`src/common/fault_regs.vh`:
```
/*
 * register offsets, field positions, reset values and fault codes of the
 * servo fault supervisor. assumes inclusion by bare name from design files.
 */
`ifndef FAULT_REGS_VH
`define FAULT_REGS_VH

// register word addresses (plain 8-bit address port)
`define ADDR_CTRL 8'h00
`define ADDR_OVERSPEED 8'h01
`define ADDR_ERR_LIMIT 8'h02
`define ADDR_FC_ERR_LIMIT 8'h03
`define ADDR_SOFT_LOW 8'h04
`define ADDR_SOFT_HIGH 8'h05
`define ADDR_FUNC_MAP_BASE 8'h08
`define ADDR_STATUS 8'h10
`define ADDR_MASK 8'h11
`define ADDR_CODE 8'h12
`define ADDR_RPDO_TIMEOUT 8'h13

// control register field positions
`define CTRL_SOFT_LIMIT_EN 0
`define CTRL_FIXED_LEN_USE 1
`define CTRL_FWD_STROKE_REQ 2
`define CTRL_REV_STROKE_REQ 3
`define CTRL_RPDO_WATCH_EN 4

// reset values
`define CTRL_RESET 32'h00000000
`define OVERSPEED_RESET 32'h00000078
`define ERR_LIMIT_RESET 32'h00000000
`define RPDO_TIMEOUT_RESET 32'h0001e848
`define SOFT_LOW_RESET 32'h80000000
`define SOFT_HIGH_RESET 32'h7fffffff

// input function numbers
`define FUNC_HOME_SWITCH 6'h22
`define FUNC_FIXED_LEN_TRIG 6'h28
`define FUNC_FWD_STROKE 6'h2b
`define FUNC_REV_STROKE 6'h2c

// status bit positions of each fault
`define BIT_HOME_UNMAPPED 0
`define BIT_DUP_ASSIGN 1
`define BIT_OVERSPEED 2
`define BIT_POS_ERROR 3
`define BIT_FIXED_LEN_UNMAPPED 4
`define BIT_NOT_HOMED 5
`define BIT_MOTOR_OVERLOAD 6
`define BIT_SOFT_LIMIT 7
`define BIT_FC_POS_ERROR 8
`define BIT_INDEX_UNSTABLE 9
`define BIT_RPDO_TIMEOUT 10
`define BIT_MOTOR_STALL 11
`define BIT_BRAKE_OVERLOAD 12
`define BIT_FWD_UNMAPPED 13
`define BIT_REV_UNMAPPED 14
`define NUM_FAULTS 15

// reported fault codes
`define CODE_NONE 9'h000
`define CODE_HOME_UNMAPPED 9'h0c8
`define CODE_DUP_ASSIGN 9'h0c9
`define CODE_OVERSPEED 9'h0ca
`define CODE_POS_ERROR 9'h0cb
`define CODE_FIXED_LEN_UNMAPPED 9'h0cc
`define CODE_NOT_HOMED 9'h0cd
`define CODE_MOTOR_OVERLOAD 9'h0ce
`define CODE_SOFT_LIMIT 9'h0cf
`define CODE_FC_POS_ERROR 9'h0d5
`define CODE_INDEX_UNSTABLE 9'h0d8
`define CODE_RPDO_TIMEOUT 9'h0d9
`define CODE_RESERVED 9'h0da
`define CODE_MOTOR_STALL 9'h0db
`define CODE_BRAKE_OVERLOAD 9'h0dc
`define CODE_FWD_UNMAPPED 9'h0dd
`define CODE_REV_UNMAPPED 9'h0de

`endif

```
`src/design/func_map_check.v`:
```
/*
 * checks the input-function map of the digital input terminals: finds
 * functions mapped twice and tells which needed functions are mapped.
 * assumes the map is registered in the same clock domain.
 */
`include "fault_regs.vh"

module func_map_check #(
  parameter NUM_TERMINALS = 8
) (
  // function number of each terminal, 6 bits each, 0 means unused
  input wire [6*NUM_TERMINALS-1:0] func_map,
  // results
  output reg dup_found,
  output reg home_mapped,
  output reg fixed_len_mapped,
  output reg fwd_mapped,
  output reg rev_mapped
);

  integer i;
  integer j;

  // pairwise compare; small terminal count keeps this cheap
  always @* begin
    dup_found = 1'b0;
    home_mapped = 1'b0;
    fixed_len_mapped = 1'b0;
    fwd_mapped = 1'b0;
    rev_mapped = 1'b0;
    for (i = 0; i < NUM_TERMINALS; i = i + 1) begin
      if (func_map[6*i +: 6] == `FUNC_HOME_SWITCH)
        home_mapped = 1'b1;
      if (func_map[6*i +: 6] == `FUNC_FIXED_LEN_TRIG)
        fixed_len_mapped = 1'b1;
      if (func_map[6*i +: 6] == `FUNC_FWD_STROKE)
        fwd_mapped = 1'b1;
      if (func_map[6*i +: 6] == `FUNC_REV_STROKE)
        rev_mapped = 1'b1;
      for (j = i + 1; j < NUM_TERMINALS; j = j + 1) begin
        if (func_map[6*i +: 6] != 6'h00 &&
            func_map[6*i +: 6] == func_map[6*j +: 6])
          dup_found = 1'b1;
      end
    end
  end

endmodule // func_map_check

```
`src/design/servo_fault_supervisor.v`:
```
/*
 * servo fault supervisor: compares speed, following error and encoder
 * position against limits, checks the input-function map, latches fault
 * bits and reports the lowest-numbered pending fault code.
 * assumes speed/position inputs come from logic on ref_clk; event pins
 * from outside are synchronised here. registers reached by a plain port.
 */
// The register addresses and the plain strobed port were left to the implementer.
`include "fault_regs.vh"

module servo_fault_supervisor #(
  parameter NUM_TERMINALS = 8,
  parameter [31:0] RPDO_TIMEOUT_CYCLES = `RPDO_TIMEOUT_RESET
) (
  // clock, reset, enable
  input wire ref_clk,
  input wire rst,
  input wire clk_en,
  // register port
  input wire [7:0] addr,
  input wire [31:0] wr_data,
  input wire wr_stb,
  input wire rd_stb,
  output reg [31:0] rd_data,
  // measurements from the drive loop, same clock
  input wire [15:0] speed_percent,
  input wire [31:0] following_error_value,
  input wire [31:0] fc_error_value,
  input wire signed [31:0] encoder_position,
  // requests from the motion logic, same clock
  input wire home_request,
  input wire home_done,
  input wire ref_lost,
  input wire abs_move_request,
  output wire abs_move_accept,
  // event pins from outside, asynchronous
  input wire index_unstable_pin,
  input wire overload_pin,
  input wire stall_pin,
  input wire brake_overload_pin,
  input wire rpdo_arrived_pin,
  // fault report
  output reg [8:0] fault_code,
  output wire irq
);

  localparam NF = `NUM_FAULTS;
  // reset word of the threshold; only its low half is kept in a register
  localparam [31:0] OS_RESET_WORD = `OVERSPEED_RESET;

  // registers
  reg [31:0] ctrl_reg;
  reg [15:0] overspeed_percent_threshold;
  reg [31:0] following_error_limit;
  reg [31:0] fc_error_limit;
  reg signed [31:0] soft_low_reg;
  reg signed [31:0] soft_high_reg;
  reg [6*NUM_TERMINALS-1:0] func_map_reg;
  reg [NF-1:0] status_reg;
  reg [NF-1:0] mask_reg;
  reg [31:0] rpdo_timeout_reg;
  reg [31:0] rpdo_count_reg;
  reg homed_reg;
  reg [4:0] sync1_reg;
  reg [4:0] sync2_reg;
  reg [4:0] sync3_reg;

  wire dup_found;
  wire home_mapped;
  wire fixed_len_mapped;
  wire fwd_mapped;
  wire rev_mapped;
  wire soft_limit_enable;
  wire [4:0] pin_rise;
  wire rpdo_seen;
  reg [NF-1:0] event_now;
  reg [8:0] code_next;
  integer k;
  // one loop index per process, so no index is shared between processes
  // and the combinational scan is never woken by a clocked loop
  integer wk;
  integer rk;

  assign soft_limit_enable = ctrl_reg[`CTRL_SOFT_LIMIT_EN];

  func_map_check #(
    .NUM_TERMINALS(NUM_TERMINALS)
  ) map_check (
    .func_map(func_map_reg),
    .dup_found(dup_found),
    .home_mapped(home_mapped),
    .fixed_len_mapped(fixed_len_mapped),
    .fwd_mapped(fwd_mapped),
    .rev_mapped(rev_mapped)
  );

  // returns the reported code of a status bit
  function [8:0] code_of;
    input integer b;
    begin
      case (b)
        `BIT_HOME_UNMAPPED: code_of = `CODE_HOME_UNMAPPED;
        `BIT_DUP_ASSIGN: code_of = `CODE_DUP_ASSIGN;
        `BIT_OVERSPEED: code_of = `CODE_OVERSPEED;
        `BIT_POS_ERROR: code_of = `CODE_POS_ERROR;
        `BIT_FIXED_LEN_UNMAPPED: code_of = `CODE_FIXED_LEN_UNMAPPED;
        `BIT_NOT_HOMED: code_of = `CODE_NOT_HOMED;
        `BIT_MOTOR_OVERLOAD: code_of = `CODE_MOTOR_OVERLOAD;
        `BIT_SOFT_LIMIT: code_of = `CODE_SOFT_LIMIT;
        `BIT_FC_POS_ERROR: code_of = `CODE_FC_POS_ERROR;
        `BIT_INDEX_UNSTABLE: code_of = `CODE_INDEX_UNSTABLE;
        `BIT_RPDO_TIMEOUT: code_of = `CODE_RPDO_TIMEOUT;
        `BIT_MOTOR_STALL: code_of = `CODE_MOTOR_STALL;
        `BIT_BRAKE_OVERLOAD: code_of = `CODE_BRAKE_OVERLOAD;
        `BIT_FWD_UNMAPPED: code_of = `CODE_FWD_UNMAPPED;
        `BIT_REV_UNMAPPED: code_of = `CODE_REV_UNMAPPED;
        default: code_of = `CODE_NONE; // reserved code has no bit
      endcase
    end
  endfunction

  // two-flop synchronisers, third stage only for edge detection
  always @(posedge ref_clk or posedge rst) begin
    if (rst) begin
      sync1_reg <= 5'h00;
      sync2_reg <= 5'h00;
      sync3_reg <= 5'h00;
    end else if (clk_en) begin
      sync1_reg <= {rpdo_arrived_pin, brake_overload_pin, stall_pin,
                    overload_pin, index_unstable_pin};
      sync2_reg <= sync1_reg;
      sync3_reg <= sync2_reg;
    end
  end

  assign pin_rise = sync2_reg & ~sync3_reg;
  assign rpdo_seen = pin_rise[4];

  // absolute moves only pass once homing holds a position reference
  assign abs_move_accept = abs_move_request & homed_reg;

  // fault conditions in this cycle
  always @* begin
    event_now = {NF{1'b0}};
    event_now[`BIT_HOME_UNMAPPED] = home_request & ~home_mapped;
    event_now[`BIT_DUP_ASSIGN] = dup_found;
    event_now[`BIT_OVERSPEED] =
      speed_percent > overspeed_percent_threshold;
    event_now[`BIT_POS_ERROR] = (following_error_limit != 32'h00000000) &&
      (following_error_value > following_error_limit);
    event_now[`BIT_FIXED_LEN_UNMAPPED] =
      ctrl_reg[`CTRL_FIXED_LEN_USE] & ~fixed_len_mapped;
    event_now[`BIT_NOT_HOMED] = abs_move_request & ~homed_reg;
    event_now[`BIT_MOTOR_OVERLOAD] = pin_rise[1];
    event_now[`BIT_SOFT_LIMIT] = soft_limit_enable &&
      ((encoder_position < soft_low_reg) ||
       (encoder_position > soft_high_reg));
    event_now[`BIT_FC_POS_ERROR] = (fc_error_limit != 32'h00000000) &&
      (fc_error_value > fc_error_limit);
    event_now[`BIT_INDEX_UNSTABLE] = pin_rise[0];
    event_now[`BIT_RPDO_TIMEOUT] = ctrl_reg[`CTRL_RPDO_WATCH_EN] &&
      ~rpdo_seen && (rpdo_count_reg >= rpdo_timeout_reg);
    event_now[`BIT_MOTOR_STALL] = pin_rise[2];
    event_now[`BIT_BRAKE_OVERLOAD] = pin_rise[3];
    event_now[`BIT_FWD_UNMAPPED] =
      ctrl_reg[`CTRL_FWD_STROKE_REQ] & ~fwd_mapped;
    event_now[`BIT_REV_UNMAPPED] =
      ctrl_reg[`CTRL_REV_STROKE_REQ] & ~rev_mapped;
  end

  // lowest pending bit gives the displayed code; scan from the top down
  always @* begin
    code_next = `CODE_NONE;
    for (k = NF - 1; k >= 0; k = k - 1) begin
      if (status_reg[k])
        code_next = code_of(k);
    end
  end

  // homing state: lost on reference loss, regained by completed homing
  always @(posedge ref_clk or posedge rst) begin
    if (rst) begin
      homed_reg <= 1'b0;
    end else if (clk_en) begin
      if (ref_lost)
        homed_reg <= 1'b0;
      else if (home_done)
        homed_reg <= 1'b1;
    end
  end

  // receive watchdog; restarts on each arrival, saturates at timeout
  always @(posedge ref_clk or posedge rst) begin
    if (rst) begin
      rpdo_count_reg <= 32'h00000000;
    end else if (clk_en) begin
      if (rpdo_seen || !ctrl_reg[`CTRL_RPDO_WATCH_EN])
        rpdo_count_reg <= 32'h00000000;
      else if (rpdo_count_reg < rpdo_timeout_reg)
        rpdo_count_reg <= rpdo_count_reg + 32'h00000001;
    end
  end

  // configuration registers
  always @(posedge ref_clk or posedge rst) begin
    if (rst) begin
      ctrl_reg <= `CTRL_RESET;
      overspeed_percent_threshold <= OS_RESET_WORD[15:0];
      following_error_limit <= `ERR_LIMIT_RESET;
      fc_error_limit <= `ERR_LIMIT_RESET;
      soft_low_reg <= `SOFT_LOW_RESET;
      soft_high_reg <= `SOFT_HIGH_RESET;
      func_map_reg <= {6*NUM_TERMINALS{1'b0}};
      mask_reg <= {NF{1'b0}};
      rpdo_timeout_reg <= RPDO_TIMEOUT_CYCLES;
    end else if (clk_en && wr_stb) begin
      case (addr)
        `ADDR_CTRL: ctrl_reg <= wr_data;
        `ADDR_OVERSPEED: overspeed_percent_threshold <= wr_data[15:0];
        `ADDR_ERR_LIMIT: following_error_limit <= wr_data;
        `ADDR_FC_ERR_LIMIT: fc_error_limit <= wr_data;
        `ADDR_SOFT_LOW: soft_low_reg <= wr_data;
        `ADDR_SOFT_HIGH: soft_high_reg <= wr_data;
        `ADDR_MASK: mask_reg <= wr_data[NF-1:0];
        `ADDR_RPDO_TIMEOUT: rpdo_timeout_reg <= wr_data;
        default: begin
          for (wk = 0; wk < NUM_TERMINALS; wk = wk + 1) begin
            if (addr == `ADDR_FUNC_MAP_BASE + wk[7:0])
              func_map_reg[6*wk +: 6] <= wr_data[5:0];
          end
        end
      endcase
    end
  end

  // sticky fault bits: write one to clear, a new event wins the clear
  always @(posedge ref_clk or posedge rst) begin
    if (rst) begin
      status_reg <= {NF{1'b0}};
      fault_code <= `CODE_NONE;
    end else if (clk_en) begin
      if (wr_stb && addr == `ADDR_STATUS)
        status_reg <= (status_reg & ~wr_data[NF-1:0]) | event_now;
      else
        status_reg <= status_reg | event_now;
      fault_code <= code_next;
    end
  end

  // level interrupt while an unmasked fault is pending
  assign irq = |(status_reg & mask_reg);

  // read port, data one cycle after the strobe; unmapped reads as zero
  always @(posedge ref_clk or posedge rst) begin
    if (rst) begin
      rd_data <= 32'h00000000;
    end else if (clk_en) begin
      rd_data <= 32'h00000000;
      if (rd_stb) begin
        case (addr)
          `ADDR_CTRL: rd_data <= ctrl_reg;
          `ADDR_OVERSPEED: rd_data <= {16'h0000, overspeed_percent_threshold};
          `ADDR_ERR_LIMIT: rd_data <= following_error_limit;
          `ADDR_FC_ERR_LIMIT: rd_data <= fc_error_limit;
          `ADDR_SOFT_LOW: rd_data <= soft_low_reg;
          `ADDR_SOFT_HIGH: rd_data <= soft_high_reg;
          `ADDR_STATUS: rd_data <= {{32-NF{1'b0}}, status_reg};
          `ADDR_MASK: rd_data <= {{32-NF{1'b0}}, mask_reg};
          `ADDR_CODE: rd_data <= {23'h000000, fault_code};
          `ADDR_RPDO_TIMEOUT: rd_data <= rpdo_timeout_reg;
          default: begin
            for (rk = 0; rk < NUM_TERMINALS; rk = rk + 1) begin
              if (addr == `ADDR_FUNC_MAP_BASE + rk[7:0])
                rd_data <= {26'h0000000, func_map_reg[6*rk +: 6]};
            end
          end
        endcase
      end
    end
  end

endmodule // servo_fault_supervisor

```
`config.mk`:
```
export PLATFORM = sky130hd
export DESIGN_NAME = servo_fault_supervisor
export DESIGN_NICKNAME = d
export VERILOG_FILES = /design/src/design/func_map_check.v /design/src/design/servo_fault_supervisor.v
export VERILOG_INCLUDE_DIRS = /design/src /design/src/common
export SDC_FILE = /design/constraint.sdc
export NUM_CORES = 1
export LEC_CHECK = 0
export ABC_AREA = 1
export BUFFER_PORTS_ARGS = -buffer_cell sky130_fd_sc_hd__buf_2
export CAP_MARGIN = 20
export CORE_ASPECT_RATIO = 1.4
export CORE_UTILIZATION = 40
export CTS_CLUSTER_SIZE = 24
export DETAILED_ROUTE_END_ITERATION = 6
export HOLD_SLACK_MARGIN = 0.05
export PLACE_DENSITY = 0.66
export SLEW_MARGIN = 10
export SYNTH_ARGS = -nofsm -noshare
export SYNTH_HDL_FRONTEND = slang
export SYNTH_HIERARCHICAL = 1
export SYNTH_SLANG_ARGS = --single-unit
```
`constraint.sdc`:
```
create_clock -name ref_clk -period 12.9 [get_ports ref_clk]
set_input_delay 0.645 -clock ref_clk [delete_from_list [all_inputs] [get_ports ref_clk]]
set_output_delay 0.645 -clock ref_clk [all_outputs]
set_load 0.01 [all_outputs]
```
==> impl_metrics.csv, run 1 <==
group,metric,value,unit
power,leakage,13.1,nW
yosys,synth_edf_count,0,
final_layout,drive_above_1_share,12.5,%
final_layout,final_util,44.9,%
power,cellPowerDensity,100,nW/um^2
clock_tree,path_clk_slew,0.07,ns
yosys,synth_top_family_by_area,"simple AND/OR/NAND/NOR gates",
timing,slew_headroom,23.6,%
yosys,synthCells,3366,
final_layout,largest_reg_flops,48,
yosys,synth_top_cell_by_area,"dfrtp_1",
clock_tree,cts_tree,"built",
timing,fin_crit,3.26,ns
clock_tree,clk_latency,0.56,ns
yosys,synthDominantCellAreaShare,33.3,%
global_routing,grt_usage,28.7,%
timing,fin_skew,0.0232,ns
yosys,synthArstFlopShare,100,%
yosys,synth_area_leaders,"dfrtp_1, nand2_1, ha_1",
yosys,yosys-top-cells-count,"nand2_1, dfrtp_1, inv_1, o21ai_0, nor2_1",
clock_tree,cts_setup_buffers,0,
clock_tree,clock_path_buffers,3,
global_routing,grt_pass1_wl,135,mm
global_routing,overflow,0,
yosys,synth_seq_cells,372,
placement,finalWeightedCongestion,1.06,
timing,tightest_slew,1.13,ns
yosys,ys_warn_count,6,
critical_path,crit_required,13.38,ns
drt,dr.first_iter.drc_count,2144,
placement,io_buffers,206,
yosys,synthXorXnorAreaFrac,3.56,%
final_layout,diodes,0,
timing,fmax,0.307,GHz
final_layout,syn_to_final_growth,10.7,%
drt,vias,23527,
placement,hpwl,67.9,mm
yosys,ys.flop_type,"dfrtp_1",
clock_tree,cts_root_buf,"clkbuf_16",
final_layout,fin_area,27400,sq um
drt,dr.pass1.iters,6,
floorplanning,chipHeight,296,microns
clock_tree,cts_buffers,38,
outcome,outcome,"complete, no violations",
yosys,synth.mux.area_fraction,0,%
yosys,syn_area,24700,sq um
timing,finalSetupViolCount,0,
drt,drt_wl_total,90.3,mm
final_layout,nNetsFinal,3816,
timing,rsz0062_at_grt,"no",
drt,via_per_inst,5.44,
clock_tree,cts_hold_buffers,0,
global_routing,grt_pass1_vias,22382,
placement,placed_area,26000,sq um
clock_tree,cts.sinks,372,
critical_path,path_max_fanout,21,
floorplanning,die_w,212,microns
clock_tree,h-tree-depth,2,
yosys,yosysMostFrequentCell,"nand2_1",
job,cap_violations,0,
global_routing,antenna_found_initial,1,
yosys,synth.avg_cell_area,7.35,sq um
timing,fin_crit_sh,25.2,%
drt,drcViolationCount,0,
hold_path,worstHoldPathType,"in2async",
floorplanning,core,61000,sq um
yosys,synthAdderAreaFrac,8.90,%
yosys,yosysSeqAreaShare,37.8,%
floorplanning,ioPinCount,209,
floorplanning,initial_core_util,40.5,%
timing,hold_viol_final,0,
critical_path,worstSetupPathType,"in2reg",
floorplanning,dieArea,62900,sq um
drt,ant_nets,0,
critical_path,cp-start-kind,"primary input",
critical_path,endpoint_kind,"flop",
global_routing,grt_max_degree,107,
power,vdd_ir_drop_max,0.0000955,V
floorplanning,fp-row-count,107,
timing,fin_tns_setup,0,ns
yosys,yosysUniqueCellTypes,57,
clock_tree,cts_resized,0,
drt,wl_per_cell,20.9,microns
yosys,synthSimpleGateAreaFrac,25.7,%
critical_path,cp.arrival,3.73,ns
timing,report.final.slew_viol_count,0,
yosys,synth_compound_area_share,14.5,%
==> area by class of cell <==
cell class              count  area (sq um)
fillers                  6379         33700
well taps                 817          1020
clock inverters            12           110
flip-flops and latches    372          9360
clock buffers              58          1170
inverters                 375          1450
multi-input cells        2466         13000
repair buffers            221          1230
==> cell usage in the layout, fill, tap and decap left out, types with 3 or more instances in the layout <==
| cell | Yosys | layout |
|---|---|---|
| a221oi_1 | 16 | 16 |
| clkbuf_8 | 0 | 12 |
| xor2_1 | 79 | 79 |
| a22o_1 | 3 | 3 |
| nor3_1 | 24 | 24 |
| clkinv_2 | 0 | 8 |
| inv_2 | 36 | 37 |
| clkbuf_1 | 76 | 7 |
| nor2_1 | 263 | 263 |
| a211oi_1 | 7 | 7 |
| inv_1 | 326 | 325 |
| o31ai_1 | 3 | 3 |
| nand2_1 | 983 | 981 |
| nand3_2 | 4 | 4 |
| o211ai_1 | 5 | 5 |
| dfrtp_1 | 329 | 329 |
| o21ai_1 | 75 | 74 |
| nor2_4 | 3 | 3 |
| o21ai_2 | 5 | 6 |
| ha_1 | 176 | 176 |
| a31oi_1 | 4 | 4 |
| nor3_2 | 3 | 3 |
| a21oi_1 | 147 | 147 |
| o22ai_1 | 46 | 46 |
| xnor2_1 | 18 | 18 |
| nand4_1 | 68 | 68 |
| inv_4 | 12 | 12 |
| buf_12 | 0 | 4 |
| a21oi_2 | 3 | 3 |
| buf_2 | 25 | 206 |
| buf_4 | 26 | 8 |
| dfstp_2 | 43 | 43 |
| nand3_1 | 108 | 108 |
| nor2_2 | 8 | 8 |
| nand3b_1 | 5 | 5 |
| clkbuf_16 | 0 | 39 |
| nand2_2 | 21 | 23 |
| o21a_1 | 9 | 9 |
| nor4_1 | 27 | 27 |
| o21ai_0 | 323 | 323 |
==> worst max-delay path, cell delays in order <==
cell and delay [ns]:
buf_2 0.12, nor2_2 0.27, nand2_1 0.14, nor2_2 0.65, inv_2 0.39, nand2_1 0.16
nor2_1 0.07, nand4_1 0.41, nand2_2 0.43, inv_2 0.28, nand2_1 0.08, nand2_1 0.07
==> path summary, 6_finish.rpt <==
kind / startpoint / to / slack (ns) / depth (start not counted)
max: addr[2] / rd_data[8]$_DFFE_PP0P_ / 9.64 / 12
min: rst / status_reg[12]$_DFFE_PP0P_ / 0.23 / 2
max reg2reg: rpdo_count_reg[29]$_DFFE_PP0P_ / rpdo_count_reg[0]$_DFFE_PP0P_ / 10.20 / 10
min reg2reg: rd_data[1]$_DFFE_PP0P_ / rd_data[1]$_DFFE_PP0P_ / 0.47 / 2
max in group asynchronous: rst / func_map_reg[13]$_DFFE_PP0P_ / 11.18 / 3
min in group ref_clk: rpdo_arrived_pin / sync1_reg[4]$_DFFE_PP0P_ / 0.30 / 3
==> kinds of logic (layout without fill, tap and decap cells) <==
family | after synthesis | after routing
buffers and inverters | 529 | 666
xor gates and xnor gates | 99 | 99
other | 1 | 2
and+or+nand+nor | 1529 | 1529
AOI/OAI and AO/OA | 660 | 660
adders and majority gates | 176 | 176
DFF | 372 | 372
==> report_power, final <==
group / total (mW) / internal, mW / leakage (nW) / switching (mW)
registers: 1.24 / 1.20 / 4.92 / 0.0425
clock network: 1.15 / 0.651 / 0.641 / 0.500
logic: 0.346 / 0.116 / 7.50 / 0.230
total: 2.74 / 1.97 / 13.1 / 0.773
==> per-stage QoR <==
step | power, mW | setup slack, ns | hold slack [ns] | cells
floorplan | 1.47 | 2.00 | 0.436 | 3367
global placement | 1.60 | 9.31 | 0.454 | 4244
detailed placement | 1.60 | 9.21 | 0.458 | 4244
CTS | 2.74 | 9.67 | 0.268 | 4314
global route | 2.83 | 9.46 | 0.298 | 4321
finish | 2.74 | 9.64 | 0.231 | 4321
==> routing by layer <==
layer  GRT usage, %  up-vias  share of wire (%)
li1               -    11191                  -
met1           32.2    10978                 37
met2           49.7     1018                 49
met3           3.01      338                5.7
met4           22.8        2                8.9
met5              0        -              0.011
No activity file was read; power rests on OpenSTA's default activity.
==> run 2, diff against run 1 <==
==> constraint.sdc (replaced) <==
create_clock -name ref_clk -period 3.1 [get_ports ref_clk]
set_input_delay 0.155 -clock ref_clk [delete_from_list [all_inputs] [get_ports ref_clk]]
set_output_delay 0.155 -clock ref_clk [all_outputs]
set_load 0.01 [all_outputs]
==> impl_metrics.csv, run 2 (synthesized netlist as in run 1, its figures left out) <==
group,metric,value,unit
floorplanning,dieArea,62900,sq um
final_layout,seq_area,9360,sq um
floorplanning,ioPinCount,209,
critical_path,cp-start-kind,"flop",
timing,rsz0062_at_grt,"no",
clock_tree,cts_buffers,38,
drt,dr.first_iter.drc_count,2071,
placement,numPlacedInstances,4282,
placement,hpwl,70.2,mm
power,internal_power,8.33,mW
drt,ant_nets,0,
clock_tree,cts_tree,"built",
final_layout,final_common_cell,"nand2_1",
final_layout,drive_above_1_share,13.1,%
final_layout,nNetsFinal,3871,
power,cellPowerDensity,415,nW/um^2
critical_path,worstSetupPathType,"reg2reg",
drt,vias,23595,
power,combPwrFrac,13.0,%
power,finalPower,11.5,mW
clock_tree,cts_root_buf,"clkbuf_16",
global_routing,overflow,0,
global_routing,antenna_found_initial,9,
final_layout,syn_to_final_growth,12.5,%
clock_tree,cts_resized,0,
power,leakage,13.3,nW
drt,dr.pass1.iters,7,
floorplanning,initial_core_util,40.5,%
global_routing,grt_max_degree,101,
timing,slew_headroom,37.8,%
power,net-switching-power,3.22,mW
job,cap_violations,0,
power,p_clk_share,42.3,%
timing,finalSetupViolCount,0,
timing,fin_crit,2.49,ns
critical_path,crit_required,3.54,ns
critical_path,cp.arrival,2.93,ns
global_routing,grt_usage,29.4,%
final_layout,nFillCells,6349,
final_layout,stdcell_count,4381,
clock_tree,clk_latency,0.57,ns
timing,report.final.slew_viol_count,0,
clock_tree,clock_path_buffers,3,
global_routing,grt_pass1_vias,22761,
clock_tree,path_clk_slew,0.06,ns
clock_tree,cts.sinks,372,
drt,drt_wl_total,92.2,mm
hold_path,worstHoldPathType,"in2reg",
critical_path,endpoint_kind,"flop",
floorplanning,chipHeight,296,microns
power,vdd_ir_drop_max,0.000405,V
timing,fin_skew,0.0229,ns
final_layout,fin_area,27800,sq um
drt,drcViolationCount,10,
timing,fin_crit_sh,80.3,%
outcome,violations,"design-rule violations",
drt,wl_per_cell,21.0,microns
timing,hold_viol_final,0,
timing,fmax,0.402,GHz
placement,finalWeightedCongestion,1.02,
outcome,outcome,"finished, violations left",
power,power.share.sequential,44.7,%
floorplanning,core,61000,sq um
final_layout,largest_reg_flops,48,
timing,tightest_slew,0.933,ns
floorplanning,die_w,212,microns
floorplanning,fp-row-count,107,
final_layout,multi_input_area,13000,sq um
placement,placed_area,26300,sq um
clock_tree,h-tree-depth,2,
final_layout,final_cell_mix,"nand2_1, dfrtp_1, inv_1, o21ai_0, nor2_1",
power,netSwitchingFraction,27.9,%
drt,via_per_inst,5.39,
placement,io_buffers,206,
critical_path,path_max_fanout,21,
global_routing,grt_pass1_wl,138,mm
[run 2: cell type report]
class | count | area share (%)
clock buffer | 56 | 3.94
tap | 817 | 3.67
inverter | 375 | 5.18
multi-input combinational | 2466 | 46.9
timing repair buffer | 276 | 5.98
clock inverter | 14 | 0.705
sequential | 372 | 33.6
antenna | 5 | 0.0449
[run 2: critical path, cell delays in order, from the launching register on]
cell and delay [ns]:
dfrtp_1 0.44, ha_1 0.32, nand4_1 0.09, inv_1 0.08, nand4_1 0.12, nor4_1 0.41, nand2_1 0.13, nand3_1 0.11
nand2_1 0.24, buf_4 0.31, nand2_1 0.08, nand2_1 0.05
[run 2: worst paths after layout]
path	slack (ns)	startpoint	end	cells past startpoint
setup / recovery	0.61	rpdo_count_reg[29]$_DFFE_PP0P_	rpdo_count_reg[14]$_DFFE_PP0P_	11
hold / removal	0.06	wr_data[27]	fc_error_limit[27]$_DFFE_PP0P_	3
setup reg to reg	0.61	rpdo_count_reg[29]$_DFFE_PP0P_	rpdo_count_reg[14]$_DFFE_PP0P_	11
hold reg to reg	0.46	sync3_reg[1]$_DFFE_PP0P_	status_reg[6]$_DFFE_PP0P_	1
max in group asynchronous	2.04	rst	soft_high_reg[4]$_DFFE_PP1P_	4
min in group asynchronous	0.18	rst	rpdo_count_reg[13]$_DFFE_PP0P_	3
[run 2: power groups by stage]
stage	registers, mW	clock network, mW	logic (mW)
6_report	5.16	4.88	1.50
5_1_grt	5.17	5.11	1.68
4_1_cts	5.16	4.94	1.49
3_5_place_dp	5.24	0	1.46
3_3_place_gp	5.24	0	1.45
2_1_floorplan	5.15	0	0.975
[run 2: routing by layer]
| layer | track usage (%) | vias to the layer above | wire [microns] |
|---|---|---|---|
| met5 | 0 | - | 65 |
| met4 | 22.1 | 10 | 7740 |
| met3 | 4.34 | 325 | 5640 |
| met2 | 51.3 | 1007 | 45300 |
| met1 | 32.2 | 10938 | 33400 |
| li1 | - | 11315 | - |
[run 2: stage by stage]
step / TNS (ns) / util, % / setup slack (ns) / hold slack, ns
after global routing: 0 / 45.6 / 0.362 / 0.0530
after floorplan: -690.90 / - / -2.01 / 0.272
final: 0 / 45.6 / 0.611 / 0.0564
after detailed placement: 0 / 43.1 / 0.402 / 0.206
after CTS: 0 / 45.6 / 0.627 / 0.0500
after global placement: 0 / 43.1 / 0.481 / 0.207
[run 2: timing repair]
item	in CTS	in global routing
endpoints found under the hold margin	66	0
setup buffers	0	0
hold buffers	24	0
==> run 3, diff against run 2 <==
--- a/config.mk
+++ b/config.mk
@@ -6,7 +6,7 @@
 export SDC_FILE = /design/constraint.sdc
 export NUM_CORES = 1
 export LEC_CHECK = 0
-export ABC_AREA = 1
+export ABC_AREA = 0
 export BUFFER_PORTS_ARGS = -buffer_cell sky130_fd_sc_hd__buf_2
 export CAP_MARGIN = 20
 export CORE_ASPECT_RATIO = 1.4
@@ -14,7 +14,7 @@
 export CTS_CLUSTER_SIZE = 24
 export DETAILED_ROUTE_END_ITERATION = 6
 export HOLD_SLACK_MARGIN = 0.05
-export PLACE_DENSITY = 0.66
+export PLACE_DENSITY = 0.68
 export SLEW_MARGIN = 10
 export SYNTH_ARGS = -nofsm -noshare
 export SYNTH_HDL_FRONTEND = slang
==> constraint.sdc (replaced) <==
create_clock -name ref_clk -period 2.05 [get_ports ref_clk]
set_input_delay 0.1025 -clock ref_clk [delete_from_list [all_inputs] [get_ports ref_clk]]
set_output_delay 0.1025 -clock ref_clk [all_outputs]
set_load 0.01 [all_outputs]
==> impl_metrics.csv, run 3 <==
group,metric,value,unit
timing,fin_skew,0.0248,ns
yosys,yosysSeqAreaShare,38.9,%
yosys,synthDominantCellAreaShare,34.2,%
yosys,synth_edf_count,0,
final_layout,nNetsFinal,3429,
placement,io_buffers,206,
global_routing,overflow,0,
global_routing,grt_pass1_wl,140,mm
drt,drcViolationCount,0,
critical_path,r2r_cells,9,
hold_path,whs_endpoint,"status_reg[0]$_DFFE_PP0P_",
hold_path,worstHoldPathType,"in2reg",
critical_path,path_max_fanout,7,
critical_path,cp-start-kind,"flop",
floorplanning,core,59500,sq um
yosys,synth.avg_cell_area,9.78,sq um
power,leakage,15.3,nW
critical_path,worstSetupPathType,"reg2reg",
timing,slew_headroom,43.8,%
floorplanning,ioPinCount,209,
power,vdd_ir_drop_max,0.000585,V
global_routing,grt_pass1_vias,23495,
global_routing,antenna_found_initial,4,
critical_path,timing.rr.start,"rpdo_timeout_reg[14]$_DFFE_PP1P_",
power,netSwitchingFraction,27.5,%
yosys,ys_warn_count,6,
yosys,synth_seq_cells,372,
placement,finalWeightedCongestion,1.03,
power,finalPower,18.8,mW
final_layout,largest_reg_flops,48,
drt,vias,22428,
outcome,violations,"negative setup slack",
final_layout,nFillCells,5240,
timing,fin_crit_sh,133,%
timing,hold_viol_final,0,
drt,dr.pass1.iters,5,
global_routing,grt_max_degree,88,
yosys,synthArstFlopShare,100,%
floorplanning,chipHeight,292,microns
drt,ant_nets,0,
clock_tree,clock_path_buffers,3,
critical_path,critPathMaxStageDelay,0.57,ns
critical_path,cp_slowest_cell,"or4_4",
clock_tree,h-tree-depth,2,
drt,wl_per_cell,24.0,microns
power,combPwrFrac,16.0,%
power,cellPowerDensity,582,nW/um^2
critical_path,r2r_slack,-0.67,ns
critical_path,cp.arrival,3.21,ns
final_layout,fin_area,32200,sq um
yosys,synthCells,2458,
yosys,yosysUniqueCellTypes,85,
global_routing,grt_usage,30.4,%
timing,fin_tns_setup,-18.16,ns
floorplanning,die_w,209,microns
power,internal_power,13.6,mW
final_layout,final_cell_mix,"buf_4, dfrtp_1, nand2_1, inv_1, buf_2",
yosys,syn_area,24000,sq um
outcome,outcome,"finished, violations left",
yosys,synth_area_leaders,"dfrtp_1, ha_1, mux2_2",
clock_tree,cts_tree,"built",
power,power.share.sequential,41.9,%
timing,report.final.slew_viol_count,0,
yosys,synth_top_cell_by_area,"dfrtp_1",
hold_path,whs_path_depth,4,
power,net-switching-power,5.16,mW
timing,fmax,0.367,GHz
final_layout,drive_above_1_share,36.0,%
final_layout,seq_area,9380,sq um
critical_path,path_delay_family,"simple AND/OR/NAND/NOR gates",
power,p_clk_share,42.1,%
placement,hpwl,71.2,mm
timing,setup_ws,-0.671,ns
timing,hold_ws,0.104,ns
critical_path,endpoint_kind,"flop",
drt,dr.first_iter.drc_count,1508,
final_layout,final_util,54.1,%
clock_tree,cts_root_buf,"clkbuf_16",
yosys,ys.flop_type,"dfrtp_1",
final_layout,syn_to_final_growth,34.1,%
timing,rsz0062_at_grt,"yes",
final_layout,multi_input_area,13800,sq um
timing,finalSetupViolCount,37,
critical_path,crit_chain,"inv_2 -> ha_4 -> and4_1 -> a221oi_2 -> buf_4 -> a311oi_4 -> or4_4 -> or4_1 -> o21ai_1",
drt,via_per_inst,5.79,
final_layout,final_common_cell,"buf_4",
clock_tree,clk_latency,0.57,ns
critical_path,reg2reg_to,"rpdo_count_reg[22]$_DFFE_PP0P_",
timing,fin_crit,2.72,ns
job,cap_violations,0,
floorplanning,initial_core_util,40.4,%
yosys,yosys-top-cells-count,"dfrtp_1, inv_1, nand2_1, ha_1, o21ai_0",
timing,tightest_slew,0.836,ns
clock_tree,cts_buffers,40,
critical_path,crit_required,2.54,ns
drt,drt_wl_total,92.8,mm
floorplanning,dieArea,61100,sq um
clock_tree,path_clk_slew,0.07,ns
clock_tree,cts.sinks,372,
floorplanning,fp-row-count,106,
hold_path,hp-start,"wr_data[0]",
yosys,yosysMostFrequentCell,"dfrtp_1",
critical_path,path_buf_inv,2,
placement,placed_area,29600,sq um
==> run 3: metal layers <==
| layer | GRT usage [%] | vias up | share of wire (%) |
|---|---|---|---|
| li1 | - | 10064 | - |
| met1 | 33.6 | 10972 | 36 |
| met2 | 53.5 | 1015 | 50 |
| met3 | 3.50 | 369 | 5.7 |
| met4 | 22.6 | 8 | 8.8 |
| met5 | 0 | - | 0.062 |
==> run 3: area by class of cell <==
| cell class | instances | area share (%) |
|---|---|---|
| inverter | 232 | 2.71 |
| clock inverter | 17 | 0.862 |
| antenna | 2 | 0.0155 |
| multi-input combinational | 1703 | 42.8 |
| tap | 756 | 2.93 |
| timing repair buffer | 738 | 18.1 |
| sequential | 372 | 29.1 |
| clock buffer | 56 | 3.48 |
==> run 3: how the worst max path moves through the flow <==
| stage | startpoint | to | slack (ns) | cells after the start |
|---|---|---|---|---|
| 6_report | rpdo_timeout_reg[14]$_DFFE_PP1P_ | rpdo_count_reg[22]$_DFFE_PP0P_ | -0.67 | 9 |
| 3_5_place_dp | rpdo_timeout_reg[21]$_DFFE_PP0P_ | rpdo_count_reg[22]$_DFFE_PP0P_ | -0.77 | 10 |
| 5_1_grt | rpdo_timeout_reg[14]$_DFFE_PP1P_ | rpdo_count_reg[22]$_DFFE_PP0P_ | -0.78 | 10 |
| 2_1_floorplan | rst | ctrl_reg[0]$_DFFE_PP0P_ | -3.01 | 1 |
| 4_1_cts | rpdo_timeout_reg[11]$_DFFE_PP1P_ | rpdo_count_reg[22]$_DFFE_PP0P_ | -0.67 | 10 |
| 3_3_place_gp | rpdo_count_reg[23]$_DFFE_PP0P_ | rpdo_count_reg[22]$_DFFE_PP0P_ | -0.68 | 9 |
==> run 3: timing repair <==
item,in CTS,in global routing
cloned,3,0
resized for setup,80,44
endpoints found under the setup margin,38,53
hold endpoints to repair,226,0
pin swaps,39,21
setup buffers,20,9
hold buffers,44,0
==> run 3: logic make-up after synthesis <==
group	count (synthesis)	synth area share [%]
mux	225	11.2
xor+xnor	177	6.45
other cells	1	0.0156
compound gates	515	14.0
flops	372	38.9
simple gates	606	12.9
buf+inv	386	7.28
fa+ha+maj	176	9.16
==> run 3: power by group through the flow <==
stage / Combinational [mW] / Sequential, mW / Clock [mW]
2_1_floorplan: 1.44 / 7.89 / 0
3_3_place_gp: 2.69 / 7.97 / 0
3_5_place_dp: 2.77 / 7.98 / 0
4_1_cts: 2.93 / 7.85 / 7.95
5_1_grt: 3.23 / 7.88 / 8.21
6_report: 3.00 / 7.86 / 7.89
==> run 3: worst min-delay path: stages <==
cell and delay, ns:
buf_2 0.25, nand2_1 0.12, nand2_1 0.05, o21ai_0 0.06
==> run 3: through the flow <==
step	setup slack, ns	instances
detailed placement	-0.768	3729
floorplan	-3.01	2459
finish	-0.671	3876
global route	-0.777	3874
global placement	-0.684	3729
CTS	-0.665	3866
